File: config.mk
export PLATFORM = sky130hd
export DESIGN_NAME = effective_address_generator
export DESIGN_NICKNAME = d
export VERILOG_FILES = /design/src/rtl/ea_gen_pkg.sv /design/src/rtl/effective_address_generator.sv
export SDC_FILE = /design/constraint.sdc
export NUM_CORES = 1
export LEC_CHECK = 0
export ABC_AREA = 1
export BUFFER_PORTS_ARGS = -buffer_cell sky130_fd_sc_hd__buf_4
export CAP_MARGIN = 15
export CORE_AREA = 2 2 197 199
export DETAILED_ROUTE_END_ITERATION = 10
export DIE_AREA = 0 0 199 201
export HOLD_SLACK_MARGIN = 0.03
export PLACE_DENSITY = 0.77
export RECOVER_POWER = 50
export SYNTH_ARGS = -nofsm -noshare
export SYNTH_HDL_FRONTEND = slang
export SYNTH_SLANG_ARGS = --single-unit
File: constraint.sdc
create_clock -name mclk -period 9.88 [get_ports mclk]
set_input_delay 1.976 -clock mclk [delete_from_list [all_inputs] [get_ports mclk]]
set_output_delay 1.976 -clock mclk [all_outputs]
set_load 0.01 [all_outputs]
File: src/rtl/ea_gen_pkg.sv
/*
  Shared types and constants for the effective address generator.
  Assumes a 32-bit register file and a 24-bit physical address space.
*/
package ea_gen_pkg;

  localparam int unsigned ADDR_W      = 24;
  localparam int unsigned NARROW_W    = 20;
  localparam logic [7:0]  ABS8_FILL   = 8'hff;
  localparam logic [15:0] ABS8_UPPER  = 16'hffff;
  localparam logic [7:0]  EXT24_TOP   = 8'h00;
  localparam logic [15:0] MIND_UPPER  = 16'h0000;
  localparam logic [3:0]  NARROW_DROP = 4'h0;
  localparam logic [31:0] STEP_BYTE   = 32'h0000_0001;
  localparam logic [31:0] STEP_WORD   = 32'h0000_0002;
  localparam logic [31:0] STEP_LONG   = 32'h0000_0004;
  localparam logic [7:0]  WO_READ     = 8'hff;

  typedef enum logic [3:0] {
    am_reg_direct,
    am_reg_indirect,
    am_disp16,
    am_disp24,
    am_post_inc,
    am_pre_dec,
    am_abs8,
    am_abs16,
    am_abs24,
    am_immediate,
    am_pc_rel8,
    am_pc_rel16,
    am_mem_indirect
  } mode_type;

  typedef enum logic [1:0] {
    sz_byte,
    sz_word,
    sz_long
  } size_type;

  typedef enum logic [2:0] {
    cl_transfer,
    cl_arith,
    cl_bit,
    cl_branch,
    cl_jump,
    cl_trap
  } class_type;

  typedef enum logic [2:0] {
    bo_none,
    bo_set,
    bo_clear,
    bo_invert,
    bo_store,
    bo_store_inv,
    bo_test
  } bitop_type;

  typedef struct packed {
    class_type   iclass;
    mode_type    mode;
    size_type    size;
    bitop_type   bitop;
    logic        bit_from_reg;
    logic [3:0]  reg_field;
    logic [2:0]  bit_imm;
    logic [1:0]  trap_imm;
    logic [31:0] ext;
  } request_type;

  typedef struct packed {
    logic [ADDR_W-1:0] addr;
    logic              legal;
    logic              is_reg;
    logic [31:0]       operand;
    logic [1:0]        trap_vec;
  } result_type;

endpackage

File: src/rtl/effective_address_generator.sv
/*
  Operand and branch effective address generation with byte read-modify-write
  sequencing for bit instructions.
  Assumes one clock, the register file supplied combinationally on ports,
  and a memory that answers a byte read with rd_valid.
*/
`timescale 1ns/10ps
`default_nettype none

// Notes on behaviour
// [RULE_01] Set, clear, invert, store bit ops read byte, change bit, write back.
// [RULE_02] Write-only register reads as all ones; write-back may set other bits.
// [RULE_03] Register direct selects byte half, word half or 32-bit register.
// [RULE_04] Register indirect address is the pointer's lower 24 bits.
// [RULE_05] Displacement, 16-bit sign-extended or 24-bit, added to the pointer.
// [RULE_06] Post-increment uses pointer, then adds 1, 2 or 4 to full register.
// [RULE_07] Pre-decrement subtracts 1, 2 or 4 first, stores, uses result.
// [RULE_08] Software keeps pointers even for word or longword auto-steps.
// [RULE_09] 8-bit absolute fills upper address bits with ones.
// [RULE_10] 16-bit absolute sign-extends bit 15 into upper eight bits.
// [RULE_11] 24-bit absolute reaches the whole space unchanged.
// [RULE_12] Immediate operand comes from the instruction, 8, 16 or 32 bits.
// [RULE_13] Trap carries 2-bit vector; bit ops carry 3-bit bit number.
// [RULE_14] Bit ops use register direct, indirect or 8-bit absolute only.
// [RULE_15] PC-relative sign-extends 8 or 16-bit displacement, adds to PC.
// [RULE_16] PC base is the next instruction's first byte address.
// [RULE_17] Memory indirect reads longword at zero-extended 8-bit address.
// [RULE_18] Word, longword and branch addresses have bit zero forced low.
// [RULE_19] One-megabyte modes drop the upper four address bits.
// [RULE_20] Transfers exclude PC-relative, memory indirect; arithmetic direct, imm.
// [RULE_21] A 24-bit extension is a 32-bit value with top byte zero.
// [RULE_22] Sixteen-megabyte modes present all 24 address bits unchanged.
module effective_address_generator
  import ea_gen_pkg::*;
(
  input  wire logic                    mclk,
  input  wire logic                    rst_b,
  input  wire logic                    start,
  input  wire ea_gen_pkg::request_type req,
  input  wire logic [23:0]             next_pc,
  input  wire logic                    mode_1mb,
  input  var  logic [31:0]             reg_file [8],
  input  wire logic                    carry_in,
  input  wire logic                    rd_valid,
  input  wire logic [31:0]             rd_data,
  input  wire logic                    rd_write_only,
  output var  ea_gen_pkg::result_type  result,
  output logic                         done,
  output logic                         ptr_we,
  output logic [2:0]                   ptr_sel,
  output logic [31:0]                  ptr_value,
  output logic                         mem_rd,
  output logic                         mem_wr,
  output logic                         mem_long,
  output logic [23:0]                  mem_addr,
  output logic [7:0]                   mem_wdata,
  output logic                         zero_flag
);
  import ea_gen_pkg::*;

  typedef enum logic [2:0] {
    st_idle,
    st_read,
    st_write,
    st_mind,
    st_done
  } state_type;

  // ----------------------------------------------------------------
  // Address arithmetic
  // ----------------------------------------------------------------
  wire logic [2:0]  ptr_idx  = req.reg_field[2:0];
  wire logic [31:0] ptr      = reg_file[ptr_idx];
  wire logic [31:0] ext24    = {EXT24_TOP, req.ext[23:0]}; // RULE_21
  wire logic [31:0] disp16   = {{16{req.ext[15]}}, req.ext[15:0]};
  wire logic [31:0] step     = (req.size == sz_long) ? STEP_LONG :
                               (req.size == sz_word) ? STEP_WORD : STEP_BYTE;
  wire logic [31:0] ptr_inc  = ptr + step; // RULE_06
  wire logic [31:0] ptr_dec  = ptr - step; // RULE_07
  wire logic [31:0] sum16    = ptr + disp16; // RULE_05
  wire logic [31:0] sum24    = ptr + ext24; // RULE_05
  wire logic [23:0] pc_d8    = {{16{req.ext[7]}}, req.ext[7:0]};
  wire logic [23:0] pc_d16   = {{8{req.ext[15]}}, req.ext[15:0]};
  wire logic [23:0] pc_tgt8  = next_pc + pc_d8; // RULE_15 RULE_16
  wire logic [23:0] pc_tgt16 = next_pc + pc_d16; // RULE_15 RULE_16
  wire logic [23:0] abs8     = {ABS8_UPPER, req.ext[7:0]}; // RULE_09
  wire logic [23:0] abs16    = {{8{req.ext[15]}}, req.ext[15:0]}; // RULE_10
  wire logic [23:0] mind     = {MIND_UPPER, req.ext[7:0]}; // RULE_17

  logic [23:0] raw_addr;
  always_comb begin
    case (req.mode)
      am_reg_indirect: raw_addr = ptr[23:0]; // RULE_04
      am_disp16:       raw_addr = sum16[23:0];
      am_disp24:       raw_addr = sum24[23:0];
      am_post_inc:     raw_addr = ptr[23:0]; // RULE_06
      am_pre_dec:      raw_addr = ptr_dec[23:0]; // RULE_07
      am_abs8:         raw_addr = abs8;
      am_abs16:        raw_addr = abs16;
      am_abs24:        raw_addr = ext24[23:0]; // RULE_11
      am_pc_rel8:      raw_addr = pc_tgt8;
      am_pc_rel16:     raw_addr = pc_tgt16;
      am_mem_indirect: raw_addr = mind;
      default:         raw_addr = 24'h000000;
    endcase
  end

  // Branch targets and wide operands never land on an odd byte
  wire logic        force_even = (req.size != sz_byte) ||
                                 (req.iclass == cl_branch) ||
                                 (req.mode == am_mem_indirect);
  wire logic [23:0] even_addr  = force_even ? {raw_addr[23:1], 1'b0}
                                            : raw_addr; // RULE_18
  wire logic [23:0] ea_addr    = mode_1mb ?
                                 {NARROW_DROP, even_addr[19:0]} // RULE_19
                                 : even_addr; // RULE_22

  // ----------------------------------------------------------------
  // Mode legality per instruction class
  // ----------------------------------------------------------------
  wire logic is_pcrel = (req.mode == am_pc_rel8) ||
                        (req.mode == am_pc_rel16);
  wire logic is_rd    = (req.mode == am_reg_direct);
  wire logic is_imm   = (req.mode == am_immediate);
  logic legal;
  always_comb begin
    case (req.iclass)
      cl_transfer: legal = !is_pcrel && req.mode != am_mem_indirect; // RULE_20
      cl_arith:    legal = is_rd || is_imm; // RULE_20
      cl_bit:      legal = is_rd || req.mode == am_reg_indirect ||
                           req.mode == am_abs8; // RULE_14
      cl_branch:   legal = is_pcrel;
      cl_jump:     legal = req.mode == am_mem_indirect ||
                           req.mode == am_reg_indirect ||
                           req.mode == am_abs24;
      cl_trap:     legal = 1'b1;
      default:     legal = 1'b0;
    endcase
  end

  // ----------------------------------------------------------------
  // Register direct and immediate operand selection
  // ----------------------------------------------------------------
  wire logic [31:0] rd_reg  = reg_file[req.reg_field[2:0]];
  wire logic [7:0]  rd_b    = req.reg_field[3] ? rd_reg[7:0] : rd_reg[15:8];
  wire logic [15:0] rd_w    = req.reg_field[3] ? rd_reg[31:16] : rd_reg[15:0];
  wire logic [31:0] rd_op   = (req.size == sz_byte) ? {24'h000000, rd_b} :
                              (req.size == sz_word) ? {16'h0000, rd_w} :
                              rd_reg; // RULE_03
  wire logic [31:0] imm_op  = (req.size == sz_byte) ?
                              {24'h000000, req.ext[7:0]} :
                              (req.size == sz_word) ? {16'h0000, req.ext[15:0]} :
                              req.ext; // RULE_12

  // ----------------------------------------------------------------
  // Bit manipulation
  // ----------------------------------------------------------------
  wire logic [2:0]  bit_no   = req.bit_from_reg ? rd_reg[2:0]
                                                : req.bit_imm; // RULE_13
  wire logic        mem_bit  = (req.iclass == cl_bit) && !is_rd;
  wire logic        rmw      = mem_bit && req.bitop != bo_test &&
                               req.bitop != bo_none; // RULE_01
  wire logic [7:0]  byte_in  = rd_write_only ? WO_READ : rd_data[7:0]; // RULE_02
  logic [7:0] byte_out;
  always_comb begin
    byte_out = byte_in;
    case (req.bitop)
      bo_set:       byte_out[bit_no] = 1'b1;
      bo_clear:     byte_out[bit_no] = 1'b0;
      bo_invert:    byte_out[bit_no] = ~byte_in[bit_no];
      bo_store:     byte_out[bit_no] = carry_in;
      bo_store_inv: byte_out[bit_no] = ~carry_in;
      default:      byte_out = byte_in;
    endcase
  end

  // ----------------------------------------------------------------
  // Sequencer
  // ----------------------------------------------------------------
  state_type  state_q;
  state_type  state_d;
  wire logic  auto_step = (req.mode == am_post_inc) ||
                          (req.mode == am_pre_dec);
  wire logic  is_mind   = (req.iclass == cl_jump) &&
                          (req.mode == am_mem_indirect);

  always_comb begin
    state_d = state_q;
    case (state_q)
      st_idle: begin
        if (start && is_mind) begin
          state_d = st_mind;
        end else if (start && mem_bit) begin
          state_d = st_read;
        end else if (start) begin
          state_d = st_done;
        end
      end
      st_read: begin
        if (rd_valid) begin
          state_d = rmw ? st_write : st_done;
        end
      end
      st_write: state_d = st_done;
      st_mind: begin
        if (rd_valid) begin
          state_d = st_done;
        end
      end
      default: state_d = st_idle;
    endcase
  end

  always_ff @(posedge mclk) begin
    if (!rst_b) begin
      state_q <= st_idle;
    end else begin
      state_q <= state_d;
    end
  end

  // Register outputs; request must stay stable until done
  wire logic [23:0] mind_tgt  = mode_1mb ? {NARROW_DROP, rd_data[19:1], 1'b0}
                                         : {rd_data[23:1], 1'b0}; // RULE_17
  wire logic        entering  = (state_q == st_idle) && start;

  always_ff @(posedge mclk) begin
    if (!rst_b) begin
      result    <= '0;
      done      <= 1'b0;
      ptr_we    <= 1'b0;
      ptr_sel   <= 3'h0;
      ptr_value <= 32'h0000_0000;
      mem_rd    <= 1'b0;
      mem_wr    <= 1'b0;
      mem_long  <= 1'b0;
      mem_addr  <= 24'h000000;
      mem_wdata <= 8'h00;
      zero_flag <= 1'b0;
    end else begin
      done   <= (state_d == st_done) && (state_q != st_done);
      ptr_we <= entering && auto_step;
      mem_rd <= (state_d == st_read || state_d == st_mind) &&
                !(rd_valid && state_q != st_idle);
      mem_wr <= (state_q == st_read) && rd_valid && rmw; // RULE_01
      if (entering) begin
        ptr_sel         <= ptr_idx;
        ptr_value       <= (req.mode == am_post_inc) ? ptr_inc : ptr_dec;
        mem_addr        <= ea_addr;
        mem_long        <= is_mind;
        result.addr     <= ea_addr;
        result.legal    <= legal;
        result.is_reg   <= is_rd;
        result.operand  <= is_rd ? rd_op : imm_op;
        result.trap_vec <= req.trap_imm; // RULE_13
      end
      if (state_q == st_read && rd_valid) begin
        mem_wdata      <= byte_out; // RULE_01
        zero_flag      <= ~byte_in[bit_no];
        result.operand <= {24'h000000, byte_in};
      end
      if (state_q == st_mind && rd_valid) begin
        result.addr <= mind_tgt;
      end
    end
  end

  // Touched bit worked out apart from byte_out, so a slip there shows
  wire logic want_bit = (req.bitop == bo_set) ||
                        (req.bitop == bo_invert && !byte_in[bit_no]) ||
                        (req.bitop == bo_store && carry_in) ||
                        (req.bitop == bo_store_inv && !carry_in);
endmodule
`default_nettype wire

==> run metrics, run 1 <==
GR Util met3 6.96%; final setup fails 0; Final Hold Fails 0; Yosys top cell by area nand2_1; Die Height 201 µm; H-tree levels 4; power density over cell area 115 nW/µm²; worst IR drop on VDD 0.0868 mV; busiest layer in global routing met2; Synth top cells by count 784 x nand2_1, 336 x inv_1, 322 x nor2_1; hold buffer count at CTS 0; ratio of final minimum period to clock period 65.4%; die outline width approximately 200 µm; post-synthesis sequential area ratio 16.7%; syn nets 3,342; Area growth syn-to-layout 24.6%; relative slew slack 1.13%; Setup Crit Path Kind primary input to flop; GR Layer Usage met1 between 40% and 50%; final slew viol count 0; DRT Pass-1 Iters 8; worst r2r src state_q[2]; Max-Cap Viols 0; cell with the most instances after synthesis nand2_1; clock slew at reported path FFs about 0.060 ns; Cells after Synth 2,886; switching power total 0.00102 W; setup slack at placement 3.20 ns; number of DRC markers in iteration 0 2,310; GRT Total Usage 37.7%; HPWL after DPL 61,800 µm; asr flop ratio synth 0%; WP data arrival 6.76 ns; Setup crit start req[37]; Top Ports around 500; Ys Warns 0; Comb power frac 46.1%; Post-Syn Area 16,300 µm²; outcome complete, no violations; switch share 43.4%; Sink Count 136; clock buffer count from CTS 17; M2 GR Usage between 60% and 70%; global-route wire length before repair 115,000 µm; Clock Skews 0.0144 ns; final hold slack between 0.4 and 0.5 ns; Post-CTS Setup Inserts 0; CTS Buffer Depth 2; Synth cell types 60; Routability Congestion 1.03; Most used DFF post-synth dfxtp_1; Post-synth EDFFs 0; setup TNS 0 ns; port bufs 497; GRT Residual Overflow 0; share of cells above drive strength 1 15.7%; Net count, final 3,759; largest net degree at the start of global routing 81; WL final 77,500 µm; antenna violations before repair 5; Post-Syn Area per Cell 5.65 µm²; CTS root buf clkbuf_16; post-synth top area share 18.0%; startpoint types primary input; antenna-violating nets left 0; fin worst setup slack 3.42 ns; HP Class flop to flop; minimum clock period after layout 6.46 ns; Placeable Area 38,100 µm²; floorplan row count 72; Worst Setup End Kind flop; Int Pwr 0.00133 W; Resized cells post-CTS 0; TritonCTS clock tree yes; clock share of power between 20% and 30%; cell leakage power 9.72 nW; Synth Register Bits 136; Critical Path RT 10.18 ns; routed via count roughly 22k; RSZ-0062 raised after global routing false; Starting Density between 40 and 50%; vias per cell 5.64; DIE AREA 40,000 µm²; vias in the first global route 20.0k; fmax 0.155 GHz; worst-path maximum fanout 75; Worst-Margin Slew between 1 and 1.5 ns; top cells by area, synth nand2_1 18%, dfxtp_1 17%, inv_1 7.7%; WL/cell 20.2 µm; Hold Startpoint mem_wdata[0]; sequential power share 26.0%; worst skew pair latency around 0.45 ns; DRC viols 0
[placed cells by master (no fill, tap or decap), types with 17 or more instances in the layout]
cell type	count
a21oi_1	201
a31oi_1	41
xor2_1	38
nand2_2	19
nand2_1	784
clkbuf_1	134
o211ai_1	43
nand4_1	43
dfxtp_1	136
nor2_2	24
nor3_1	23
o21ai_0	234
ha_1	78
nand3_1	232
clkbuf_16	17
nor2_1	318
buf_4	383
or2_2	19
o21ai_1	30
inv_1	336
[critical path: stages]
cell and delay [ns]:
buf_4 0.48, inv_4 0.42, o21ai_0 0.31, o211ai_1 0.12, nand2_1 0.48, inv_1 0.30, ha_1 0.53, a21oi_1 0.09
nor2_1 0.41, inv_1 0.16, nor2_2 0.30, nand4_1 0.29, or2_1 0.30, nand3_1 0.12, nand4_1 0.15, nand2_1 0.19
a21oi_1 0.09
[power by group through the flow]
stage,combinational [W],sequential [W],clock (W)
floorplan,0.000619,0.000637,0
global placement,0.00107,0.000622,0
detailed placement,0.00107,0.000622,0
CTS,0.00108,0.000611,0.000662
global route,0.00117,0.000614,0.000686
finish,0.00108,0.000610,0.000654
[stage by stage]
step	instance area, µm²	util [%]	instances	total power, W
2_1_floorplan	16300	-	2886	0.00126
3_3_place_gp	20200	53.1	3802	0.00170
3_5_place_dp	20200	53.1	3802	0.00170
4_1_cts	20800	54.6	3834	0.00235
5_1_grt	20300	53.3	3837	0.00247
6_report	20300	53.3	3838	0.00235
[state kept, by name, summed over array words and instances (netlist names), 3 cells and up]
signal and count:
result 60, ptr_value 32, mem_addr 24, mem_wdata 8, ptr_sel 3, state_q 3
[worst paths after layout]
check | end | slack [ns] | depth (start not counted)
worst max-delay path | mem_addr[13] | 3.42 | 17
worst min-delay path | mem_wdata[0] | 0.45 | 2
worst max register to register | result[2] | 5.92 | 7
worst min register to register | mem_wdata[0] | 0.45 | 2
[area by class of cell]
type	instances	area, µm²
tap	518	648
fill	4173	17800
multi-input combinational	2282	11700
antenna	4	10.0
sequential	136	2720
clock inverter	13	144
timing repair buffer	516	3370
inverter	350	1320
clock buffer	19	443
[cell families after synthesis]
| logic type | Yosys count | share of synthesized area, % |
|---|---|---|
| adders and majority gates | 83 | 6.59 |
| DFF | 136 | 16.7 |
| buffers and inverters | 468 | 12.0 |
| AOI/OAI and AO/OA | 657 | 23.3 |
| xor gates and xnor gates | 40 | 2.15 |
| and+or+nand+nor | 1502 | 39.3 |
[metal layers]
metal	vias up	part of all wire (%)
met5	-	0
met1	9724	39
met2	1271	44
li1	10400	-
met4	0	6.6
met3	257	10
Note: power is estimated with default switching activity, not from simulation.
==> run 2: changes to the inputs <==
CORE_AREA = 2 2 199 201   (was 2 2 197 199)
DIE_AREA = 0 0 201 203   (was 0 0 199 201)
PLACE_DENSITY = 0.76   (was 0.77)
clock period = 6.25 ns   (was 9.88 ns; I/O delays follow)
==> run 2 against run 1 <==
Largest cell class unchanged. First-iteration DRC count is 2.7% lower. Largest power group unchanged. Via count down 0.38%. Utilization barely moved. Clock-buffer cell count unchanged. Non-clock buffer count rose by 24. Combinational power increased by 61%. Highest routed layer unchanged. Critical path type unchanged. Clock skew fell by 0.0071 ns.
==> run metrics, run 2 (synthesis results as in run 1) <==
outcome complete, no violations; HPWL after DPL 62,600 µm (+1.3%); Placeable Area 38,500 µm² (+0.95%); CTS Buffer Depth 2 (unchanged); Setup Crit Path Kind primary input to flop; share of cells above drive strength 1 16.3% (+0.61 points); Net count, final 3,783 (+0.64%); largest net degree at the start of global routing 92 (+14%); max reg flops 60 (unchanged); GR Layer Usage met1 44.3% (-2.3 points); Starting Density 42.4% (-0.40 points); Int Pwr 0.00212 W (+60%); antenna-violating nets left 0 (unchanged); number of DRC markers in iteration 0 2,247 (-2.7%); floorplan row count 72 (unchanged); GRT Residual Overflow 0 (unchanged); cell leakage power 9.84 nW (+1.2%); clock slew at reported path FFs 0.06 ns (about the same); most frequent cells in the layout 784 x nand2_1, 403 x buf_4, 335 x inv_1; final hold slack 0.453 ns (-0.000902 ns); busiest layer in global routing met2; M2 GR Usage 60.3% (-0.74 points); RSZ-0062 raised after global routing false; clock share of power 27.1% (-0.8 points); vias in the first global route 19.9k (-0.67%); Hold Path Depth 2 (unchanged); worst IR drop on VDD 0.142 mV (+64%); Sink Count 136 (unchanged); DRT Pass-1 Iters 6 (-2); worst skew pair latency 0.43 ns (-0.02 ns); routed via count 21.6k (-0.38%); sequential power share 26.0% (about the same); WL final 78,000 µm (+0.64%); DRC viols 0 (unchanged); Post-DP Area 20,400 µm² (+1.0%); Final Hold Fails 0 (unchanged); minimum clock period after layout 5.04 ns; Worst-Margin Slew 1.30 ns (-0.183 ns); GR Util met3 6.98% (+0.027 points); setup TNS 0 ns (unchanged); vias per cell 5.59 (-0.92%); Top Ports 506 (unchanged); Die Height 203 µm (+1.0%); WP data arrival 5.33 ns (-1.43 ns); antenna violations before repair 3 (-2); switch share 42.9% (-0.47 points); worst r2r path cells 6 (-1); Critical Path RT 6.55 ns (-3.63 ns); relative slew slack 13.3% (+12 points); HP Class flop to flop; DIE AREA 40,800 µm² (+2.0%); Worst Setup End Kind flop; Area growth syn-to-layout 25.8%; Resized cells post-CTS 0 (unchanged); hold buffer count at CTS 0 (unchanged); port bufs 497 (unchanged); Max-Cap Viols 0 (unchanged); switching power total 0.00159 W (+57%); WL/cell 20.2 µm (about the same); die outline width 201 µm (+1.0%); global-route wire length before repair 115,000 µm (-0.14%); fmax around 0.20 GHz; Biggest register result; final setup fails 0 (unchanged); TritonCTS clock tree yes; final slew viol count 0 (unchanged); Post-CTS Setup Inserts 0 (unchanged); design area 20,500 µm² (+0.98%); ratio of final minimum period to clock period 80.6%; CTS root buf clkbuf_16; H-tree levels 4 (unchanged); startpoint types primary input; Routability Congestion 1.08 (+5.5%); worst-path maximum fanout 24 (-68%); most common cell after layout, fill and taps aside nand2_1; clock buffer count from CTS 17 (unchanged); GRT Total Usage 36.6% (-1.1 points); power density over cell area 181 nW/µm² (+57%); Clock Skews 0.00730 ns (-0.00705 ns); Comb power frac 46.9% (+0.8 points); Tot Pwr 0.00372 W (+58%); biggest regs result (60), ptr_value (32), mem_addr (24)
==> run 2: path summary, 6_finish.rpt <==
kind / from / endpoint / slack [ns]
hold reg to reg: mem_wdata[5] / mem_wdata[5] / 0.45
hold / removal: mem_wdata[5] / mem_wdata[5] / 0.45
setup reg to reg: state_q[2] / result[2] / 3.78
setup / recovery: req[37] / mem_addr[13] / 1.21
==> run 2: worst max-delay path, cell delays in order <==
cell and delay (ns):
buf_4 0.26, inv_4 0.17, o21ai_0 0.25, o211ai_1 0.13, nand2_1 0.43, inv_1 0.27, ha_1 0.50, a21oi_1 0.07
nor2_1 0.40, inv_1 0.15, nor2_2 0.31, nand4_1 0.29, or2_1 0.30, nand3_1 0.12, nand4_1 0.18, nand2_1 0.16
a21oi_1 0.07
==> run 2: layer usage <==
metal / vias up / part of all wire, %
met1: 9666 / 39
li1: 10500 / -
met2: 1216 / 45
met5: - / 0
met3: 246 / 9.7
met4: 0 / 6.5
==> run 2: final cells by class <==
type                       instances  area [µm²]
fill                            4207       17900
timing repair buffer             540        3590
clock inverter                    13         146
antenna                            1        2.50
sequential                       136        2720
multi-input combinational       2282       11700
inverter                         350        1320
tap                              518         648
clock buffer                      19         443
==> run 2: metrics by stage <==
step,worst slack (ns),cells,utilization [%]
after floorplan,2.15,2886,-
after global placement,0.975,3826,53.1
after detailed placement,0.919,3826,53.1
after CTS,1.38,3858,54.7
after global routing,1.01,3859,53.4
final,1.21,3859,53.4
==> run 2: power by group through the flow <==
stage          logic (W)  clock network (W)  registers [W]
2_1_floorplan   0.000979                  0        0.00101
3_3_place_gp     0.00173                  0       0.000983
3_5_place_dp     0.00173                  0       0.000984
4_1_cts          0.00174            0.00102       0.000966
5_1_grt          0.00188            0.00106       0.000972
6_report         0.00174            0.00101       0.000966
